## config.mk

```make
export PLATFORM = sky130hd
export DESIGN_NAME = output_function_selector
export DESIGN_NICKNAME = d
export VERILOG_FILES = /design/src/output_function_selector_pkg.sv /design/src/output_function_selector.sv
export SDC_FILE = /design/constraint.sdc
export NUM_CORES = 1
export LEC_CHECK = 0
export BUFFER_PORTS_ARGS = -buffer_cell sky130_fd_sc_hd__buf_2
export CAP_MARGIN = 5
export CORE_ASPECT_RATIO = 0.8
export CORE_MARGIN = 2
export CORE_UTILIZATION = 48
export DETAILED_ROUTE_END_ITERATION = 16
export PLACE_DENSITY = 0.79
export SYNTH_ARGS = -nofsm -noshare
export SYNTH_HDL_FRONTEND = slang
export SYNTH_SLANG_ARGS = --single-unit
```

## constraint.sdc

```tcl
create_clock -name pclk -period 2.1 [get_ports pclk]
set_input_delay 0.105 -clock pclk [delete_from_list [all_inputs] [get_ports pclk]]
set_output_delay 0.105 -clock pclk [all_outputs]
set_load 0.05 [all_outputs]
```

## src/output_function_selector_pkg.sv

```systemverilog
package output_function_selector_pkg;

  // ----------------------------------------
  // Register map (byte addresses)
  // ----------------------------------------
  localparam logic [11:0] ADDR_LOAD_SEL = 12'h000;
  localparam logic [11:0] ADDR_AUX_SEL = 12'h004;
  localparam logic [11:0] ADDR_EXT_SEL = 12'h008;
  localparam logic [11:0] ADDR_CONTROL = 12'h00C;
  localparam logic [11:0] ADDR_STATUS = 12'h010;

  // ----------------------------------------
  // Field layout and reset values
  // ----------------------------------------
  localparam int SEL_W = 4;
  localparam int EXT_SEL_W = 3;
  localparam int EXT_COUNT = 3;
  localparam int EXT_FIELD_STRIDE = 4;
  localparam int CTRL_PWM_LOAD_BIT = 0;
  localparam logic [SEL_W-1:0] LOAD_SEL_RESET = 4'h1;
  localparam logic [SEL_W-1:0] AUX_SEL_RESET = 4'h2;
  localparam logic [EXT_SEL_W-1:0] EXT_SEL_RESET = 3'h0;
  localparam logic [SEL_W-1:0] SEL_MAX = 4'hB;
  localparam logic [SEL_W-1:0] SEL_SHUNT = 4'hA;
  localparam logic [SEL_W-1:0] SEL_SHUNT_INV = 4'hB;

  // ----------------------------------------
  // Status bit positions
  // ----------------------------------------
  localparam int STAT_LOAD_BIT = 0;
  localparam int STAT_AUX_BIT = 1;
  localparam int STAT_EXT_LSB = 2;
  localparam int STAT_MENU_LSB = 5;
  localparam int STAT_PWM_BLOCK_BIT = 7;

  // ----------------------------------------
  // Internal function indices (code >> 1)
  // ----------------------------------------
  typedef enum logic [2:0] {
    FN_LOW_BATT = 3'h0,
    FN_GENERATOR = 3'h1,
    FN_EVENT = 3'h2,
    FN_SECOND_BATT = 3'h3,
    FN_ALARM = 3'h4,
    FN_SHUNT = 3'h5
  } func_t;

  // Menu states, Gray coded along the walk
  typedef enum logic [1:0] {
    MENU_TOP = 2'b00,
    MENU_SW_A = 2'b01,
    MENU_SW_B = 2'b11,
    MENU_SW_C = 2'b10
  } menu_t;

endpackage : output_function_selector_pkg

```

## src/output_function_selector.sv

```systemverilog
`timescale 1ns/1ns
// Notes on behaviour
// RULE1: Load switch follows one of twelve codes choosing function and on/off sense.
// RULE2: Codes 0 and 1 follow low battery disconnect, on and off respectively.
// RULE3: Load selection resets to code 1.
// RULE4: Codes 2 and 3 follow generator run, on and off respectively.
// RULE5: Codes 4 and 5 follow the event controller, on and off.
// RULE6: Codes 6 and 7 follow second battery charge, on and off.
// RULE7: Code 8 turns load on while battery is below alarm level.
// RULE8: Code 9 turns load off while battery is below alarm level.
// RULE9: Code 10 follows shunt, on for regulation; only code allowing load PWM.
// RULE10: Code 11 follows shunt inverted, on when shunt load disconnect wanted.
// RULE11: Inverted shunt must not be combined with load PWM.
// RULE12: Aux relay uses the same twelve codes but never carries PWM.
// RULE13: Series and shunt control may run together; shunt on either terminal.
// RULE14: Each external switch block has its own selection, blocks A to C.
// RULE15: External selection 0 on when charging wanted, 1 off.
// RULE16: External selection 2 on while load should be off, 3 off.
// RULE17: External selection 4 on below alarm level, 5 off.
// RULE18: External selection 6 on while event active, 7 off.
// RULE19: Long press shows first switch, short presses advance, top after third.
// RULE20: Each drive is function flag XOR code low bit, registered; load at code 10 with PWM enabled is the flag ANDed with the PWM wave.
module output_function_selector
  import output_function_selector_pkg::*;
(
  input wire logic pclk, // System clock
  input wire logic presetn, // Asynchronous reset, active low
  input wire logic psel, // APB select
  input wire logic penable, // APB enable
  input wire logic pwrite, // APB direction
  input wire logic [11:0] paddr, // APB byte address
  input wire logic [31:0] pwdata, // APB write data
  output logic [31:0] prdata, // APB read data
  output logic pready, // APB ready
  output logic pslverr, // APB error
  input wire logic low_batt_disconnect, // Low battery disconnect wanted
  input wire logic generator_run, // Generator run wanted
  input wire logic event_active, // Event controller active
  input wire logic second_batt_charge, // Second battery should charge
  input wire logic below_alarm, // Battery below alarm threshold
  input wire logic shunt_disconnect, // Shunt wants dump load disconnected
  input wire logic charge_wanted, // Series charge wanted
  input wire logic pwm_wave, // Shunt PWM waveform
  input wire logic button_long, // Menu button long press (pin)
  input wire logic button_short, // Menu button short press (pin)
  output logic load_drive, // LOAD switch drive
  output logic aux_drive, // Aux relay drive
  output logic [EXT_COUNT-1:0] ext_drive, // External switch drives
  output logic [1:0] menu_position // External switch menu position
);

  // ----------------------------------------
  // Input synchronisers
  // ----------------------------------------
  logic [9:0] sync_a;
  logic [9:0] sync_b;
  logic btn_long_q;
  logic btn_short_q;

  always_ff @(posedge pclk or negedge presetn) begin
    if (!presetn) begin
      sync_a <= 10'h000;
      sync_b <= 10'h000;
    end else begin
      sync_a <= {button_short, button_long, pwm_wave, charge_wanted, shunt_disconnect,
                 below_alarm, second_batt_charge, event_active, generator_run, low_batt_disconnect};
      sync_b <= sync_a;
    end
  end

  always_ff @(posedge pclk or negedge presetn) begin
    if (!presetn) begin
      btn_long_q <= 1'b0;
      btn_short_q <= 1'b0;
    end else begin
      btn_long_q <= sync_b[8];
      btn_short_q <= sync_b[9];
    end
  end

  logic [5:0] func_flags;
  logic s_charge;
  logic s_pwm;
  logic long_rise;
  logic short_rise;
  assign func_flags = sync_b[5:0];
  assign s_charge = sync_b[6];
  assign s_pwm = sync_b[7];
  assign long_rise = sync_b[8] & ~btn_long_q;
  assign short_rise = sync_b[9] & ~btn_short_q;

  // Shunt flag means disconnect wanted, so the even shunt code drives on during regulation
  logic [5:0] on_flags;
  assign on_flags = {~func_flags[FN_SHUNT], func_flags[FN_ALARM:FN_LOW_BATT]};

  // ----------------------------------------
  // Configuration registers
  // ----------------------------------------
  logic [SEL_W-1:0] load_output_select;
  logic [SEL_W-1:0] aux_relay_select;
  logic [EXT_SEL_W-1:0] ext_switch_select [EXT_COUNT];
  logic pwm_load_en;
  logic wr_en;
  logic rd_en;
  logic addr_ok;

  assign wr_en = psel & penable & pwrite & pready;
  assign rd_en = psel & penable & ~pwrite;
  assign addr_ok = (paddr == ADDR_LOAD_SEL) || (paddr == ADDR_AUX_SEL) || (paddr == ADDR_EXT_SEL)
                   || (paddr == ADDR_CONTROL) || (paddr == ADDR_STATUS);

  always_ff @(posedge pclk or negedge presetn) begin
    if (!presetn) begin
      load_output_select <= LOAD_SEL_RESET; // RULE3
    end else if (wr_en && paddr == ADDR_LOAD_SEL && pwdata[SEL_W-1:0] <= SEL_MAX) begin
      load_output_select <= pwdata[SEL_W-1:0]; // RULE1
    end
  end

  always_ff @(posedge pclk or negedge presetn) begin
    if (!presetn) begin
      aux_relay_select <= AUX_SEL_RESET;
    end else if (wr_en && paddr == ADDR_AUX_SEL && pwdata[SEL_W-1:0] <= SEL_MAX) begin
      aux_relay_select <= pwdata[SEL_W-1:0]; // RULE12
    end
  end

  always_ff @(posedge pclk or negedge presetn) begin
    if (!presetn) begin
      pwm_load_en <= 1'b0;
    end else if (wr_en && paddr == ADDR_CONTROL) begin
      pwm_load_en <= pwdata[CTRL_PWM_LOAD_BIT];
    end
  end

  // ----------------------------------------
  // Load and aux terminal drive
  // ----------------------------------------
  logic load_active;
  logic aux_active;
  logic pwm_on_load;
  logic next_load;
  logic next_aux;

  assign load_active = (load_output_select <= SEL_MAX) ? on_flags[load_output_select[3:1]] : 1'b0; // RULE2 RULE4 RULE5 RULE6
  assign aux_active = (aux_relay_select <= SEL_MAX) ? on_flags[aux_relay_select[3:1]] : 1'b0; // RULE13
  assign pwm_on_load = pwm_load_en && load_output_select == SEL_SHUNT; // RULE9 RULE11

  always_comb begin
    if (pwm_on_load) begin
      next_load = on_flags[FN_SHUNT] & s_pwm; // RULE9
    end else begin
      next_load = load_active ^ load_output_select[0]; // RULE20 RULE7 RULE8 RULE10
    end
  end

  // Aux never gets the PWM waveform
  assign next_aux = aux_active ^ aux_relay_select[0]; // RULE12

  always_ff @(posedge pclk or negedge presetn) begin
    if (!presetn) begin
      load_drive <= 1'b0;
      aux_drive <= 1'b0;
    end else begin
      load_drive <= next_load; // RULE20
      aux_drive <= next_aux;
    end
  end

  // ----------------------------------------
  // External switch blocks
  // ----------------------------------------
  logic [3:0] ext_flags;
  assign ext_flags = {func_flags[FN_EVENT], func_flags[FN_ALARM], func_flags[FN_LOW_BATT], s_charge};

  genvar gi;
  generate
    for (gi = 0; gi < EXT_COUNT; gi++) begin : g_ext
      always_ff @(posedge pclk or negedge presetn) begin
        if (!presetn) begin
          ext_switch_select[gi] <= EXT_SEL_RESET;
        end else if (wr_en && paddr == ADDR_EXT_SEL) begin
          ext_switch_select[gi] <= pwdata[gi*EXT_FIELD_STRIDE +: EXT_SEL_W]; // RULE14
        end
      end
      always_ff @(posedge pclk or negedge presetn) begin
        if (!presetn) begin
          ext_drive[gi] <= 1'b0;
        end else begin
          ext_drive[gi] <= ext_flags[ext_switch_select[gi][2:1]] ^ ext_switch_select[gi][0]; // RULE15 RULE16 RULE17 RULE18
        end
      end
    end
  endgenerate

  // ----------------------------------------
  // External switch menu walk
  // ----------------------------------------
  menu_t menu_state;

  always_ff @(posedge pclk or negedge presetn) begin
    if (!presetn) begin
      menu_state <= MENU_TOP;
    end else begin
      case (menu_state)
        MENU_TOP: begin
          if (long_rise) begin
            menu_state <= MENU_SW_A; // RULE19
          end
        end
        MENU_SW_A: begin
          if (short_rise) begin
            menu_state <= MENU_SW_B;
          end
        end
        MENU_SW_B: begin
          if (short_rise) begin
            menu_state <= MENU_SW_C;
          end
        end
        MENU_SW_C: begin
          if (short_rise) begin
            menu_state <= MENU_TOP; // RULE19
          end
        end
        default: begin
          menu_state <= MENU_TOP;
        end
      endcase
    end
  end

  always_ff @(posedge pclk or negedge presetn) begin
    if (!presetn) begin
      menu_position <= 2'h0;
    end else begin
      menu_position <= menu_state;
    end
  end

  // ----------------------------------------
  // APB read and answer
  // ----------------------------------------
  logic [31:0] next_rdata;
  logic [31:0] ext_word;

  always_comb begin
    ext_word = 32'h0000_0000;
    for (int i = 0; i < EXT_COUNT; i++) begin
      ext_word[i*EXT_FIELD_STRIDE +: EXT_SEL_W] = ext_switch_select[i];
    end
  end

  always_comb begin
    next_rdata = 32'h0000_0000;
    if (paddr == ADDR_LOAD_SEL) begin
      next_rdata[SEL_W-1:0] = load_output_select;
    end else if (paddr == ADDR_AUX_SEL) begin
      next_rdata[SEL_W-1:0] = aux_relay_select;
    end else if (paddr == ADDR_EXT_SEL) begin
      next_rdata = ext_word;
    end else if (paddr == ADDR_CONTROL) begin
      next_rdata[CTRL_PWM_LOAD_BIT] = pwm_load_en;
    end else if (paddr == ADDR_STATUS) begin
      next_rdata[STAT_LOAD_BIT] = load_drive;
      next_rdata[STAT_AUX_BIT] = aux_drive;
      next_rdata[STAT_EXT_LSB +: EXT_COUNT] = ext_drive;
      next_rdata[STAT_MENU_LSB +: 2] = menu_position;
      next_rdata[STAT_PWM_BLOCK_BIT] = pwm_load_en && load_output_select == SEL_SHUNT_INV; // RULE11
    end
  end

  // One wait state: ready rises in the second access cycle
  always_ff @(posedge pclk or negedge presetn) begin
    if (!presetn) begin
      pready <= 1'b0;
      pslverr <= 1'b0;
      prdata <= 32'h0000_0000;
    end else begin
      pready <= psel & penable & ~pready;
      pslverr <= psel & penable & ~pready & ~addr_ok;
      prdata <= (rd_en & ~pready) ? next_rdata : 32'h0000_0000;
    end
  end
endmodule : output_function_selector

```

### After elaboration in Yosys (flattened, before gate mapping)

Index checks and enable logic that the tools add are counted.

* order comparisons: 8
* equality and inequality tests: 13
* muxes and demuxes: 28
* bitwise logic cells: 21
* reduce and logical (&&, ||, !) cells: 15

Operator list (number)
* two-way mux 32 bit: 1
* two-way mux 28 bit: 1
* equality test 12 x 4 -> 1 bit, second input constant: 2
* two-way mux 8 bit: 2
* two-way mux 7 bit: 2
* equality test 12 x 3 -> 1 bit, second input constant: 1
* equality test 12 x 5 -> 1 bit, second input constant: 1
* <= comparator 4 bit, second input constant: 3
* zero test 12 bit: 1
* AND 1 bit: 10
* less-than comparator 2 x 3 -> 1 bit, second input constant: 3
* two-way mux 1 bit: 9
* equality test 4 bit, second input constant: 2
* logical AND 1 bit: 8
* less-than comparator 3 x 4 -> 1 bit, second input constant: 2
* two-way mux 2 bit: 4
* two-way mux 4 bit: 2
* != test 2 bit, second input constant: 4
* case mux 2 bit (4 select lines): 1
* binary-select mux 1 bit (select 2 bit): 3
* binary-select mux 1 bit (select 3 bit): 2
* NOT 1 bit: 6
* XOR 1 bit: 5
* equality test 2 bit, second input constant: 2
* 5 further kinds: 8

* register bits after elaboration: 83
* output and inout port bits: 41
* logic and storage cells: 105

### Depth between registers and ports, before layout

* depth after elaboration: 8
* mapped depth: 6
* depth with buffers taken out: 4

### Worst setup path before layout

Ideal clock, no wire load.

* path type: input to register
* start point: input port paddr[9]
* end point: register load_output_select[1]
* arrival: 1879 ps
* setup slack: 96 ps
* stages on the path: 5
* buffers on the path: 1
* cell sequence: or4_4 or4b_1 buf_2 nor3b_4 mux2_2

* longest elaborated chain between the ends: 3

RTL lines
* start: declaration: RTL line output_function_selector.sv:31 `input wire logic [11:0] paddr,`
* zero test 12 bit: RTL line output_function_selector.sv:115 `end else if (wr_en && paddr == ADDR_LOAD_SEL && pwdata[SEL_W-1:0] <= SEL_MAX) begin`
* logical AND 1 bit (2 in series): RTL line output_function_selector.sv:115
* end signal: assignment: RTL line output_function_selector.sv:116 `load_output_select <= pwdata[SEL_W-1:0];`
* end: declaration: RTL line output_function_selector.sv:99 `logic [SEL_W-1:0] load_output_select;`

No other way between the ends.
A chain may end at the register's enable or synchronous reset.

### Worst setup path in the final report

* start point: register pready
* end point: register load_output_select[2]

* longest elaborated chain between the ends: 3

RTL lines
* start: declaration: RTL line output_function_selector.sv:34 `output logic pready,`
* start signal: assignment: RTL line output_function_selector.sv:280 `pready <= psel & penable & ~pready;`
* AND 1 bit: RTL line output_function_selector.sv:107 `assign wr_en = psel & penable & pwrite & pready;`
* logical AND 1 bit (2 in series): RTL line output_function_selector.sv:115

No other way between the ends.

==> out/metrics.cfg <==
[timing]
relSlewSlack = 0.5686
period_minus_slack_ns = 1.863
clock.fmax_mhz = 536.9
tightest_slew_ns = 0.6422
hold_viol = 0
timing.hold.ws_ns = 0.01630
finalMaxSlewViolations = 0
fin_crit_sh = 0.8870
grt_setup_unrepaired = no
setup_viol = 0
timing.final.ws_setup_ns = 0.2374
finalSetupTns_ns = 0
finClkSkew_ns = 0.005737

[global_routing]
overflow = 0
grt_antenna_before_repair = 0
grt_use_total = 0.1826
grt_max_degree = 30
grt_pass1_vias = 1700
grt_pass1_wl_um = 8280

[worst_hold_path]
hold_path.class = in2reg

[final_layout]
antenna_cells = 0
fillers = 383
syn2layout_area_growth_pct = 28.20
drive_above_1_share = 0.3965
register_area_mm2 = 0.001554
multi_input_area_um2 = 919.6
fin_nets = 339

[clock_tree]
cts_buffer_depth = 2
cts_resized = 0
clk_pin_slew_ns = 0.07
worstSkewPairLatency_ns = 0.33
cts_made_buffers = 9
cts_tree = done
cts_sinks = 62
cts_setup_buffers = 0
postCtsHoldBufs = 15
htree_levels = 3
cts-root-buf = clkbuf_8

[critical_path]
critPathLaunchType = flip-flop
rrSetupSlack_ns = 0.24
reg2reg_depth = 4
worstPathArrival_ns = 2.08
critical_path_class = reg2reg
crit_end = load_output_select[2]
crit_fanout = 5
required_ns = 2.32
worstReg2RegEnd = load_output_select[2]
endpoint_kind = flip-flop
startpoint = pready
r2r_start = pready

[logic_synthesis]
yosysWarnings = 0
yosys-top-cells-area = dfrtp_1 (58%), mux2_2 (8.7%), buf_4 (6.1%), mux4_2 (4.3%), dfstp_2 (2.0%)
synth-async-reset-ratio = 1.000
syn_avg_cell_area_um2 = 13.27
ys_types = 40
ys_seq_area_frac = 0.5977
yosysTopAreaCell = dfrtp_1
syn-instance-count = 196
synth_top_area_frac = 0.5775
synth_edf_count = 0
ys_seq_elements = 62
syn_area_mm2 = 0.002600
synthFlopType = dfrtp_1

[detailed_routing]
via_per_inst = 4.980
vias = 1728
post_drt_wl_per_cell_um = 14.50
drtIter0Drc = 52
wirelength_um = 5030
drc = 0
ant_nets = 0
dr.pass1.iters = 4

[place]
dp_slack_ns = -0.05195
dp_hpwl_um = 3795
port_buffers = 56
gp_congestion = 0.8277

[power]
power.total_mw = 2.958
total_leakage_power_nw = 1.631
peakVddDrop_uv = 551.6
power.density_mw_per_mm2 = 887.5

[outcome]
status = finished clean

[floorplanning]
start_util = 0.5076
dieArea_mm2 = 0.006025
boundaryPins = 100
core_mm2 = 0.005122
die_x_um = 86.29
rows = 23
die_h_um = 69.83

[flow_run]
cap_violations = 0

==> worst max-delay path, cell delays in order (launching register included) <==
cell      delay, ns
dfrtp_1        0.39
and4_1         0.28
a21boi_0       0.34
nor3b_4        0.37
mux2_2         0.37
==> routing by layer <==
metal / vias up / global-route usage / share of wire
li1: 818 / - / -
met1: 818 / 0.2458 / 0.44
met2: 84 / 0.2739 / 0.46
met3: 8 / 0.06905 / 0.089
met4: 0 / 0.06076 / 0.013
met5: - / 0 / 0
==> cells in the final DEF (no fill, tap or decap), types with 2 or more instances in the layout <==
cell           count
and3_1             4
nor2_1             7
nand4_1            3
nand2_1            3
clkbuf_8          11
buf_4              7
mux2_2            20
mux2i_1            2
xor2_1             4
a21boi_0           2
or3_1              3
nor3_1             7
mux4_2             5
dlygate4sd3_1     15
buf_2             56
nand2b_1           3
a32oi_1            3
a21oi_1            7
a31oi_1            2
inv_1              6
o21ai_0            2
clkinvlp_4         2
o22ai_1            2
dfstp_2            2
a211oi_1           2
bufinv_16          3
conb_1            21
nor2b_1            6
dfrtp_1           60
==> synthesized netlist by cell type (all sizes together) (2+ instances only) <==
cell,count
a211oi,2
a21boi,2
a21oi,7
a31oi,2
a32oi,3
and3,4
buf,23
clkbuf,3
dfrtp,60
dfstp,2
inv,6
mux2,20
mux2i,2
mux4,5
nand2,3
nand2b,3
nand4,3
nor2,7
nor2b,6
nor3,8
o21ai,2
o22ai,2
or3,3
xor2,4
==> worst min path at each step <==
stage,from,cells past startpoint,end
after floorplan,presetn,0,aux_drive
after global placement,presetn,1,sync_b[5]
final,pwdata[10],2,ext_switch_select[2]
after detailed placement,presetn,1,sync_b[5]
after CTS,pwdata[10],2,ext_switch_select[2]
after global routing,pwdata[10],2,ext_switch_select[2]
==> where the power goes <==
part	internal, mW	switching (mW)
Clock	0.852	0.439
Sequential	1.26	0.0415
Combinational	0.102	0.261
Total	2.22	0.742
==> state kept, by name (all words and copies together), names as in the netlist <==
| signal | cells |
|---|---|
| aux_drive | 1 |
| aux_relay_select | 4 |
| btn_long_q | 1 |
| btn_short_q | 1 |
| ext_drive | 3 |
| ext_switch_select | 9 |
| load_drive | 1 |
| load_output_select | 4 |
| menu_position | 2 |
| menu_state | 2 |
| prdata | 11 |
| pready | 1 |
| pslverr | 1 |
| pwm_load_en | 1 |
| sync_a | 10 |
| sync_b | 10 |
==> kinds of logic after synthesis <==
logic type / synth area share
flip-flops: 0.5977
AO/OA/AOI/OAI: 0.05438
multiplexers: 0.1376
AND/OR/NAND/NOR: 0.1145
XOR/XNOR: 0.01684
other: 0.001442
buffers and inverters: 0.07748
==> cell type report <==
class	instances	area share
timing repair buffer	79	0.1509
multi-input combinational	122	0.2759
inverter	6	0.006757
clock inverter	5	0.03153
sequential	62	0.4662
tap	62	0.02327
clock buffer	11	0.04542
==> stage by stage <==
| stage | cell area, um2 | util | std cells |
|---|---|---|---|
| after floorplan | 2675 | - | 216 |
| after global placement | 2927 | 0.5713 | 316 |
| after detailed placement | 2927 | 0.5713 | 316 |
| after CTS | 3333 | 0.6507 | 347 |
| after global routing | 3333 | 0.6507 | 347 |
| final | 3333 | 0.6507 | 347 |
Power figures use the tool's default switching activity.
